===== src/wdt_pkg.sv =====
// Purpose: shared constants and types for the interval and watchdog timer
// Assumes: 32-bit classic Wishbone, byte address = 4 x register index
// Notes:   register indices are kept as printed
package wdt_pkg;

   // ************************************************
   // bus
   // ************************************************
   localparam int          ADDR_W        = 18;
   localparam logic [15:0] CTRL_IDX      = 16'hA002;
   localparam logic [15:0] CNT_IDX       = 16'hA007;
   localparam logic [15:0] IRQ_STAT_IDX  = 16'hA008;
   localparam logic [15:0] IRQ_MASK_IDX  = 16'hA009;

   // ************************************************
   // control register layout
   // ************************************************
   localparam int          WDT_CLR_BIT   = 0;
   localparam int          INT_CLR_BIT   = 1;
   localparam int          CS_LSB        = 2;
   localparam int          WATCHDOG_ENABLE_FIELD_LSB      = 8;
   localparam logic [15:0] CTRL_RST      = 16'h0000;
   localparam logic [7:0]  WDT_OFF_KEY   = 8'hA5;
   localparam logic [7:0]  CNT_RST       = 8'h00;
   localparam logic [2:0]  WD_CNT_RST    = 3'h0;

   // ************************************************
   // clock select and divider
   // ************************************************
   localparam logic [1:0]  CS_DIV_8K     = 2'b00;
   localparam logic [1:0]  CS_DIV_4K     = 2'b01;
   localparam logic [1:0]  CS_DIV_2K     = 2'b10;
   localparam logic [1:0]  CS_DIV_512    = 2'b11;
   localparam int          EXP_8K        = 13;
   localparam int          EXP_4K        = 12;
   localparam int          EXP_2K        = 11;
   localparam int          EXP_512       = 9;
   localparam int          PRESC_W       = 13;
   localparam logic [12:0] PRESC_RST     = 13'h0000;
   localparam int          WAKE_BIT      = 4;

   // ************************************************
   // interrupt status and mask layout
   // ************************************************
   localparam int          IRQ_W         = 2;
   localparam int          IRQ_OVF_BIT   = 0;
   localparam int          IRQ_WAKE_BIT  = 1;
   localparam logic [1:0]  IRQ_RST       = 2'b00;

   typedef struct packed {
      logic [7:0] wd_enable;
      logic [1:0] clk_sel;
   } ctrl_t;

   typedef struct packed {
      logic              cyc;
      logic              stb;
      logic              we;
      logic [ADDR_W-1:0] adr;
      logic [3:0]        sel;
      logic [31:0]       dat;
   } wb_req_t;

   typedef struct packed {
      logic        ack;
      logic [31:0] dat;
   } wb_rsp_t;

   typedef enum logic [1:0] {
      ST_RUN,
      ST_STOPPED,
      ST_WAKING
   } run_state_t;

endpackage

===== src/interval_and_watchdog_timer.sv =====
// Purpose: 8-bit interval timer feeding a 3-bit watchdog, with stop-mode
//          wake delay, on a classic Wishbone slave
// Assumes: stop_req and wake_req come from logic on clk
// Notes:   a watchdog reset pulses system_reset and resets this block too
//
// Behaviour
// - each interval counter overflow clocks the 3-bit watchdog counter while it is enabled
// - interval counter free-runs, +1 per selected divided tick, no reload
// - one interval is 256 ticks ending in overflow
// - overflow past 255 sets the interval interrupt pending flag
// - on the interrupt the interval counter wraps to zero and continues
// - control bits 3:2 select divide by 2^13, 2^12, 2^11 or 2^9
// - on stop wake, core clock blocked until interval bit 4 overflows
// - reset wake uses 2^13; interrupt wake keeps programmed selection
// - each interval overflow advances watchdog counter by one while enabled
// - watchdog overflow while enabled raises system reset
// - enable field 0xA5 stops watchdog; other values enable it
// - reset clears control register to zero, watchdog enabled
// - writing one to control bit 0 clears watchdog counter
// - writing one to control bit 1 clears interval counter
// - 16-bit read-write control register at index 0xA002, reset zero
// - read-only 8-bit count at index 0xA007, reset zero
//
// Design decision made here: the Wishbone register port.
`timescale 1ns/10ps
`default_nettype none

module interval_and_watchdog_timer (
   input  wire logic            clk,
   input  wire logic            rst_b,
   input  wire wdt_pkg::wb_req_t wb_req,
   output wdt_pkg::wb_rsp_t     wb_rsp,
   input  wire logic            stop_req,
   input  wire logic            wake_req,
   output logic                 core_clk_en,
   output logic                 system_reset,
   output logic                 irq
);
   import wdt_pkg::*;

   // ************************************************
   // helpers
   // ************************************************
   // word decode: byte lanes [1:0] of the address are ignored
   function automatic logic hit_of(input logic [ADDR_W-1:0] adr,
                                   input logic [15:0]       idx);
      hit_of = adr[ADDR_W-1:2] == idx;
   endfunction

   function automatic logic tick_of(input logic [PRESC_W-1:0] p,
                                    input logic [1:0]         cs);
      logic [PRESC_W-1:0] m;
      m = '1;
      case (cs)
         CS_DIV_8K: m = PRESC_W'((1 << EXP_8K) - 1);
         CS_DIV_4K: m = PRESC_W'((1 << EXP_4K) - 1);
         CS_DIV_2K: m = PRESC_W'((1 << EXP_2K) - 1);
         default:   m = PRESC_W'((1 << EXP_512) - 1);
      endcase
      tick_of = ((p & m) == m);
   endfunction

   // ************************************************
   // declarations
   // ************************************************
   ctrl_t              ctrl;
   logic [7:0]         count_value;
   logic [2:0]         watchdog_count;
   logic [PRESC_W-1:0] presc;
   logic [IRQ_W-1:0]   irq_stat;
   logic [IRQ_W-1:0]   irq_mask;
   run_state_t         state;
   logic               blk_rst;
   logic               req;
   logic               wr;
   logic               hit_ctrl;
   logic               hit_cnt;
   logic               hit_stat;
   logic               hit_mask;
   logic               counting;
   logic               tick;
   logic               interval_ovf;
   logic               wake_ovf;
   logic               wd_enabled;
   logic               wd_ovf;
   logic               watchdog_clear_bit;
   logic               interval_clear_bit;
   logic [IRQ_W-1:0]   irq_set;
   logic [31:0]        next_rdata;

   // block reset: external reset or our own watchdog pulse
   assign blk_rst = !rst_b || system_reset;

   assign req      = wb_req.cyc && wb_req.stb && !wb_rsp.ack;
   assign wr       = req && wb_req.we;
   assign hit_ctrl = hit_of(wb_req.adr, CTRL_IDX);
   assign hit_cnt  = hit_of(wb_req.adr, CNT_IDX);
   assign hit_stat = hit_of(wb_req.adr, IRQ_STAT_IDX);
   assign hit_mask = hit_of(wb_req.adr, IRQ_MASK_IDX);

   // clear strobes exist only during the write cycle, never stored
   assign watchdog_clear_bit = wr && hit_ctrl && wb_req.sel[0]
                               && wb_req.dat[WDT_CLR_BIT];
   assign interval_clear_bit = wr && hit_ctrl && wb_req.sel[0]
                               && wb_req.dat[INT_CLR_BIT];

   // ************************************************
   // power state
   // ************************************************
   // oscillator is off in stop, so divider and counters freeze there
   assign counting = state != ST_STOPPED;

   always_ff @(posedge clk) begin
      if (blk_rst) begin
         state <= ST_WAKING; // reset counts as a wake too
      end else begin
         case (state)
            ST_RUN:     if (stop_req) state <= ST_STOPPED;
            ST_STOPPED: if (wake_req) state <= ST_WAKING;
            ST_WAKING:  if (wake_ovf) state <= ST_RUN;
            default:    state <= ST_WAKING;
         endcase
      end
   end

   assign core_clk_en = state == ST_RUN;

   // ************************************************
   // divider and interval counter
   // ************************************************
   always_ff @(posedge clk) begin
      if (blk_rst) begin
         presc <= PRESC_RST;
      end else if (state == ST_STOPPED && wake_req) begin
         presc <= PRESC_RST;
      end else if (counting) begin
         presc <= presc + PRESC_W'(1);
      end
   end

   // control keeps its selection across stop, so an interrupt wake reuses
   // it while a reset wake sees the cleared default
   assign tick = counting && tick_of(presc, ctrl.clk_sel);

   assign interval_ovf = tick && count_value == 8'hFF;
   assign wake_ovf     = tick && count_value[WAKE_BIT:0] == '1;

   always_ff @(posedge clk) begin
      if (blk_rst) begin
         count_value <= CNT_RST;
      end else if (interval_clear_bit) begin
         count_value <= CNT_RST;
      end else if (state == ST_STOPPED && wake_req) begin
         count_value <= CNT_RST;
      end else if (tick) begin
         count_value <= count_value + 8'h01;
      end
   end

   // ************************************************
   // watchdog counter
   // ************************************************
   assign wd_enabled = ctrl.wd_enable != WDT_OFF_KEY;
   assign wd_ovf     = wd_enabled && interval_ovf
                       && watchdog_count == 3'h7
                       && !watchdog_clear_bit;

   always_ff @(posedge clk) begin
      if (blk_rst) begin
         watchdog_count <= WD_CNT_RST;
      end else if (watchdog_clear_bit) begin
         watchdog_count <= WD_CNT_RST;
      end else if (wd_enabled && interval_ovf) begin
         watchdog_count <= watchdog_count + 3'h1;
      end
   end

   // one-cycle pulse: it resets the block, which removes its own cause
   always_ff @(posedge clk) begin
      if (!rst_b) begin
         system_reset <= 1'b0;
      end else begin
         system_reset <= wd_ovf && !system_reset;
      end
   end

   // ************************************************
   // control register
   // ************************************************
   always_ff @(posedge clk) begin
      if (blk_rst) begin
         ctrl.clk_sel   <= CTRL_RST[CS_LSB+1:CS_LSB];
         ctrl.wd_enable <= CTRL_RST[WATCHDOG_ENABLE_FIELD_LSB+7:WATCHDOG_ENABLE_FIELD_LSB];
      end else if (wr && hit_ctrl) begin
         if (wb_req.sel[0]) begin
            ctrl.clk_sel <= wb_req.dat[CS_LSB+1:CS_LSB];
         end
         if (wb_req.sel[1]) begin
            ctrl.wd_enable <= wb_req.dat[WATCHDOG_ENABLE_FIELD_LSB+7:WATCHDOG_ENABLE_FIELD_LSB];
         end
      end
   end

   // ************************************************
   // interrupt status and mask
   // ************************************************
   always_comb begin
      irq_set               = '0;
      irq_set[IRQ_OVF_BIT]  = interval_ovf;
      irq_set[IRQ_WAKE_BIT] = state == ST_WAKING && wake_ovf;
   end

   // set beats a same-cycle write-one clear
   always_ff @(posedge clk) begin
      if (blk_rst) begin
         irq_stat <= IRQ_RST;
      end else if (wr && hit_stat && wb_req.sel[0]) begin
         irq_stat <= (irq_stat & ~wb_req.dat[IRQ_W-1:0]) | irq_set;
      end else begin
         irq_stat <= irq_stat | irq_set;
      end
   end

   always_ff @(posedge clk) begin
      if (blk_rst) begin
         irq_mask <= IRQ_RST;
      end else if (wr && hit_mask && wb_req.sel[0]) begin
         irq_mask <= wb_req.dat[IRQ_W-1:0];
      end
   end

   always_ff @(posedge clk) begin
      if (blk_rst) begin
         irq <= 1'b0;
      end else begin
         irq <= |(irq_stat & irq_mask);
      end
   end

   // ************************************************
   // bus answer
   // ************************************************
   always_comb begin
      next_rdata = 32'h0000_0000;
      if (hit_ctrl) begin
         // clear strobes and reserved bits read back as zero
         next_rdata[WATCHDOG_ENABLE_FIELD_LSB+7:WATCHDOG_ENABLE_FIELD_LSB] = ctrl.wd_enable;
         next_rdata[CS_LSB+1:CS_LSB]     = ctrl.clk_sel;
      end else if (hit_cnt) begin
         next_rdata[7:0] = count_value;
      end else if (hit_stat) begin
         next_rdata[IRQ_W-1:0] = irq_stat;
      end else if (hit_mask) begin
         next_rdata[IRQ_W-1:0] = irq_mask;
      end
   end

   // fixed one-wait answer; unmapped addresses ack with zero data.
   // ack must survive our own watchdog pulse, so only rst_b clears it
   always_ff @(posedge clk) begin
      if (!rst_b) begin
         wb_rsp.ack <= 1'b0;
         wb_rsp.dat <= 32'h0000_0000;
      end else begin
         wb_rsp.ack <= req;
         if (req && !wb_req.we) begin
            wb_rsp.dat <= next_rdata;
         end
      end
   end

endmodule // interval_and_watchdog_timer

`default_nettype wire


===== config.mk =====
export PLATFORM = sky130hd
export DESIGN_NAME = interval_and_watchdog_timer
export DESIGN_NICKNAME = d
export VERILOG_FILES = /design/src/wdt_pkg.sv /design/src/interval_and_watchdog_timer.sv
export SDC_FILE = /design/constraint.sdc
export NUM_CORES = 1
export LEC_CHECK = 0
export BUFFER_PORTS_ARGS = -buffer_cell sky130_fd_sc_hd__buf_2
export CAP_MARGIN = 20
export CORE_MARGIN = 3
export CORE_UTILIZATION = 30
export CTS_CLUSTER_SIZE = 20
export DETAILED_ROUTE_END_ITERATION = 7
export PLACE_DENSITY_LB_ADDON = 0.2
export SLEW_MARGIN = 10
export SYNTH_ARGS = -nofsm -noshare
export SYNTH_HDL_FRONTEND = slang
export SYNTH_SLANG_ARGS = --single-unit

===== constraint.sdc =====
create_clock -name clk -period 2.7 [get_ports clk]
set_clock_uncertainty 0.15 [all_clocks]
set_input_delay 0.135 -clock clk [delete_from_list [all_inputs] [get_ports clk]]
set_output_delay 0.135 -clock clk [all_outputs]
set_load 0.01 [all_outputs]

==> metrics.cfg, run 1 <==
[cts]
cts.clk_slew.worst_paths_ns = 0.08
cts_made_buffers = 9
htreeDepth = 3
cts_tree = yes
clock-sinks = 59
cts_setup_buffers = 0
clk_latency_ns = 0.34
cts_buffer_depth = 2
clockRootBuffer = clkbuf_8
ctsResizeCount = 0
cts_hold_buffers = 15

[power_and_ir_drop]
leakagePower_nw = 1.37
finalPower_mw = 1.93
pwr-share-clk_pct = 48.2
switching_share_pct = 24.7
pwr-share-seq_pct = 45.5
p_int_mw = 1.45
p_comb_share_pct = 6.2
ir_drop_mv = 0.251
p_switching_mw = 0.476
p_per_area_mw_per_mm2 = 517

[min_path]
hold_class = in2reg

[outcome]
outcome = complete, no violations

[run]
cap_violations = 0

[synth]
ys_types = 54
synth_area_leaders = dfxtp_1, nand3_1, a21oi_1
synth-edff-count = 0
synthCells = 359
seq_area_frac_synth_pct = 39.3
synth-warning-count = 0
synth_area_per_cell_um2 = 8.38
yosysTopAreaCellShare_pct = 39.3
synth_area_mm2 = 0.00301
async_flop_share_pct = 0
synth_ff_type = dfxtp_1
ys_ff_latch = 59
yosysTopAreaCell = dfxtp_1

[detailed_routing]
postRouteAntennaNets = 0
num_vias = 2817
drt_pass1_iterations = 4
drt-total-wl_um = 8100
drtIter0Drc = 79
wl_per_cell_um = 14.5
drcViolationCount = 0
avgViaCountPerCell = 5.03

[finish]
final_nets = 492
area_delta_synth_final_pct = 24.1
fin_area_mm2 = 0.00373
fill_cells = 997
drive_above_1_share_pct = 21.1
final_cell_mix = dfxtp_1, buf_2, nand3_1, a21oi_1, nand2_1
regArea_mm2 = 0.00118
final_common_cell = dfxtp_1
antenna_cells = 0
multi_input_area_mm2 = 0.00164

[timing]
rsz0062_at_grt = no
setup_violations = 0
post-route-period-util_pct = 84.2
slew_headroom_pct = 58.4
finalSetupTns_ns = 0
finalCriticalPeriod_ns = 2.27
tightestPinTransition_ns = 0.624
fmax_mhz = 440
drv_slew = 0
hold_viol = 0

[die]
die_y_um = 106
rows = 35
ios = 97
fp.coreArea_mm2 = 0.00950
fp.dieArea_mm2 = 0.0113
start_util_pct = 31.7
die-width_um = 106

[global_route]
grt_antenna_before_repair = 0
grt_pass1_vias = 2702
track_usage_pct = 14.9
globalRouteOverflowTotal = 0
grt_max_degree = 21
grt_pass1_wl_um = 13500

[critical_path]
critical_path_arrival_ns = 2.40
worstSetupStartpointType = input pin
path_max_fanout = 7
critPathKind = in2reg
cp-end-kind = flop
worst-endpoint-required_ns = 2.82

[placement]
gp_congestion = 0.771
portBuffers = 56
placed_area_mm2 = 0.00336
hpwl_um = 5730

registers in the layout, summed over array words and instances, names as in the netlist:
name            flops
system_reset        1
watchdog_count      3
state               2
irq_mask            2
wb_rsp             17
presc              13
irq                 1
count_value         8
ctrl               10
irq_stat            2
stage by stage:
step	util [%]	worst slack (ns)	hold slack, ns	cells
after global routing	39.3	0.300	0.0428	560
after floorplan	-	0.693	0.107	374
after detailed placement	35.3	0.390	0.255	529
final	39.3	0.426	0.0302	560
after CTS	39.3	0.439	0.0155	560
after global placement	35.3	0.405	0.254	529
synthesized netlist by cell type, drive strengths merged (4+ instances only):
library cell  count
dfxtp            59
nand3            42
a21oi            38
buf              23
nand2            23
o21ai            17
clkbuf           16
nor2             16
nand4             9
or4               9
inv               8
nand2b            7
o211ai            7
o31ai             7
and2              6
nor4              6
xor2              6
ha                5
mux2i             5
a31o              4
a31oi             4
and3              4
nor2b             4
power groups by stage:
stage	registers, mW	logic (mW)	clock network, mW
after CTS	0.878	0.120	0.958
final	0.878	0.120	0.930
after detailed placement	0.899	0.104	0
after global routing	0.879	0.135	0.994
after global placement	0.898	0.103	0
after floorplan	0.898	0.0755	0
logic make-up (layout without fill, tap and decap cells):
family | count (synthesis) | in the layout | share of synthesized area [%]
simple gates | 144 | 144 | 27.2
compound gates | 88 | 88 | 18.2
flops | 59 | 59 | 39.3
buf+inv | 47 | 104 | 8.36
xor+xnor | 8 | 8 | 2.33
mux | 7 | 7 | 2.41
fa+ha+maj | 5 | 5 | 2.08
other cells | 1 | 16 | 0.125
critical path: stages:
cell           delay, ns
buf_2               0.09
or4_1               0.68
nor4_2              0.62
nand4_1             0.16
dlygate4sd3_1       0.58
a21oi_1             0.14
layout make-up:
class,count,share of cell area [%]
well taps,129,4.32
clock inverters,7,2.68
multi-input cells,268,43.9
clock buffers,9,3.32
repair buffers,80,13.3
flip-flops and latches,59,31.6
inverters,8,0.805
final timing paths:
check                   from           end  slack, ns  depth (start not counted)
setup / recovery  wb_req[47]   irq_mask[1]       0.43                          6
hold / removal      wake_req      state[0]       0.03                          4
setup reg to reg    presc[0]  system_reset       0.47                          5
hold reg to reg    wb_rsp[4]     wb_rsp[4]       0.30                          2
layer usage:
| layer | vias up | GRT usage, % | wire length [µm] |
|---|---|---|---|
| li1 | 1422 | - | - |
| met1 | 1318 | 19.0 | 3800 |
| met2 | 67 | 24.1 | 3780 |
| met3 | 10 | 4.13 | 431 |
| met4 | 0 | 5.18 | 96 |
| met5 | - | 0 | 0 |
(Power assumes the default switching activity.)
==> run 2, diff against run 1 <==
==> constraint.sdc (replaced) <==
create_clock -name clk -period 2.15 [get_ports clk]
set_clock_uncertainty 0.15 [all_clocks]
set_input_delay 0.1075 -clock clk [delete_from_list [all_inputs] [get_ports clk]]
set_output_delay 0.1075 -clock clk [all_outputs]
set_load 0.01 [all_outputs]
==> run 2 against run 1 <==
- die area is the same
- clock power grew 23%
- combinational power grew 30%
- critical path type is now reg2reg
- critical endpoint is now watchdog_count[1]
==> metrics.cfg, run 2 (synthesis gave the netlist of run 1 again) <==
[detailed_routing]
drtIter0Drc = 121  ; was 79
drt_pass1_iterations = 4  ; unchanged
avgViaCountPerCell = 5.00  ; was 5.03
wl_per_cell_um = 14.0  ; was 14.5 µm
num_vias = 2844  ; was 2817
postRouteAntennaNets = 0  ; unchanged
drcViolationCount = 0  ; unchanged
drt-total-wl_um = 7950  ; was 8100 µm

[cts]
htreeDepth = 3  ; unchanged
cts_buffer_depth = 2  ; unchanged
cts_made_buffers = 9  ; unchanged
cts_tree = yes  ; unchanged
cts.clk_slew.worst_paths_ns = 0.07  ; was 0.08 ns
cts_setup_buffers = 0  ; unchanged
clk_latency_ns = 0.34  ; about the same
clockRootBuffer = clkbuf_8  ; unchanged
clock-sinks = 59  ; unchanged

[finish]
top_regs = wb_rsp: 17 flops, presc: 13 flops, ctrl: 10 flops  ; unchanged
final_cell_mix = dfxtp_1, buf_2, nand3_1, a21oi_1, nand2_1  ; unchanged
drive_above_1_share_pct = 23.0  ; was 21.1%
fill_cells = 971  ; was 997
final_nets = 501  ; was 492
regMostFlops = wb_rsp  ; unchanged
final_common_cell = dfxtp_1  ; unchanged
antenna_cells = 0  ; unchanged
area_delta_synth_final_pct = 26.2  ; was 24.1%
largest_reg_flops = 17  ; unchanged

[timing]
finalCriticalPeriod_ns = 1.98
fmax_mhz = 506
hold_viol = 0  ; unchanged
tightestPinTransition_ns = 0.610  ; was 0.624 ns
post-route-period-util_pct = 91.9
whs_ns = 0.00394  ; was 0.0302 ns
setup_violations = 0  ; unchanged
drv_slew = 0  ; unchanged
rsz0062_at_grt = no  ; unchanged
slew_headroom_pct = 59.3  ; was 58.4%

[global_route]
track_usage_pct = 14.5  ; was 14.9%
globalRouteOverflowTotal = 0  ; unchanged
grt_pass1_vias = 2736  ; was 2702
grt_max_degree = 21  ; unchanged
grt_antenna_before_repair = 0  ; unchanged
grt_pass1_wl_um = 13200  ; was 13500 µm

[power_and_ir_drop]
switching_share_pct = 24.0  ; was 24.7%
pwr-share-clk_pct = 47.6  ; was 48.2%
p_int_mw = 1.83  ; was 1.45 mW
ir_drop_mv = 0.284  ; was 0.251 mV
leakagePower_nw = 1.41  ; was 1.37 nW
p_switching_mw = 0.576  ; was 0.476 mW
p_comb_share_pct = 6.5  ; was 6.2%
finalPower_mw = 2.40  ; was 1.93 mW
p_per_area_mw_per_mm2 = 633  ; was 517 mW/mm²
pwr-share-seq_pct = 45.9  ; was 45.5%

[run]
cap_violations = 0  ; unchanged

[critical_path]
cp-end-kind = flop  ; unchanged
rr_endpoint = watchdog_count[1]  ; was system_reset
worstSetupStartpointType = flop  ; was input pin
r2r_slack_ns = 0.17  ; was 0.47 ns
critical_path_arrival_ns = 2.08  ; was 2.40 ns
worst-endpoint-required_ns = 2.26  ; was 2.82 ns
critPathKind = reg2reg  ; was in2reg
reg2reg_depth = 6  ; was 5
reg2reg_from = count_value[0]  ; was presc[0]
path_max_fanout = 5  ; was 7

[die]
fp.coreArea_mm2 = 0.00950  ; unchanged
die-width_um = 106  ; unchanged
ios = 97  ; unchanged
start_util_pct = 31.7  ; unchanged
rows = 35  ; unchanged
die_y_um = 106  ; unchanged
fp.dieArea_mm2 = 0.0113  ; unchanged

[outcome]
outcome = complete, no violations  ; unchanged

[placement]
hpwl_um = 5790  ; was 5730 µm
portBuffers = 56  ; unchanged
gp_congestion = 0.827  ; was 0.771

[min_path]
hold_end = state[0]  ; unchanged
hold_depth = 4  ; unchanged
worstHoldStart = wake_req  ; unchanged
hold_class = in2reg  ; unchanged

## run 2: cell count changes in the layout (fill, tap and decap cells not counted)
| cell | previous run | this run |
|---|---|---|
| buf_4 | 9 | 19 |
| clkinv_4 | 2 | 3 |
| dlygate4sd3_1 | 15 | 14 |
| inv_6 | 2 | 1 |
## run 2: worst max-delay path, cell delays in order, from the launching register on
cell and delay [ns]:
dfxtp_1 0.43, ha_1 0.26, nand2_1 0.11, a2111o_1 0.44, nor4_2 0.15, buf_4 0.18
mux2i_1 0.19
## run 2: timing repair
| action | in CTS | in global routing |
|---|---|---|
| hold buffers | 14 | 0 |
| hold endpoints to repair | 16 | 0 |
| resized for setup | 0 | 0 |
## run 2: cell type report
class                           instances  area (µm²)  area share (%)
Sequential cell                        59        1180            31.1
Multi-Input combinational cell        268        1640            43.1
Timing Repair Buffer                   89         563            14.8
Tap cell                              129         161            4.25
Clock inverter                          7         100            2.64
Clock buffer                            9         124            3.26
Inverter                                8        30.0           0.791
## run 2: how the worst max path moves through the flow
stage                    from                end  slack [ns]
2_1_floorplan      wb_req[47]  watchdog_count[1]        0.17
3_3_place_gp       wb_req[47]            ctrl[5]       -0.03
3_5_place_dp       wb_req[47]          wb_rsp[3]       -0.02
4_1_cts        count_value[0]  watchdog_count[1]        0.20
5_1_grt              state[1]     count_value[7]        0.07
6_report       count_value[0]  watchdog_count[1]        0.17
## run 2: through the flow
stage	util, %	std cells	cell area [µm²]	setup TNS, ns	setup slack (ns)
2_1_floorplan	-	374	3060	0	0.171
3_3_place_gp	36.1	539	3430	-0.127	-0.0276
3_5_place_dp	36.1	539	3430	-0.0240	-0.0240
4_1_cts	40.0	569	3800	0	0.201
5_1_grt	40.0	569	3800	0	0.0685
6_report	40.0	569	3800	0	0.174
## run 2: routing by layer
layer	vias up	global-route usage (%)	part of all wire, %
met2	74	23.8	46
met3	11	4.01	5.6
li1	1446	-	-
met1	1313	18.6	48
met4	0	3.89	1.0
met5	-	0	0
## run 2: power groups by stage
stage                     registers [mW]  clock network (mW)  logic (mW)
after floorplan                     1.13                   0      0.0948
after global placement              1.13                   0       0.133
after detailed placement            1.13                   0       0.136
after CTS                           1.10                1.18       0.156
after global routing                1.10                1.24       0.174
final                               1.10                1.14       0.156
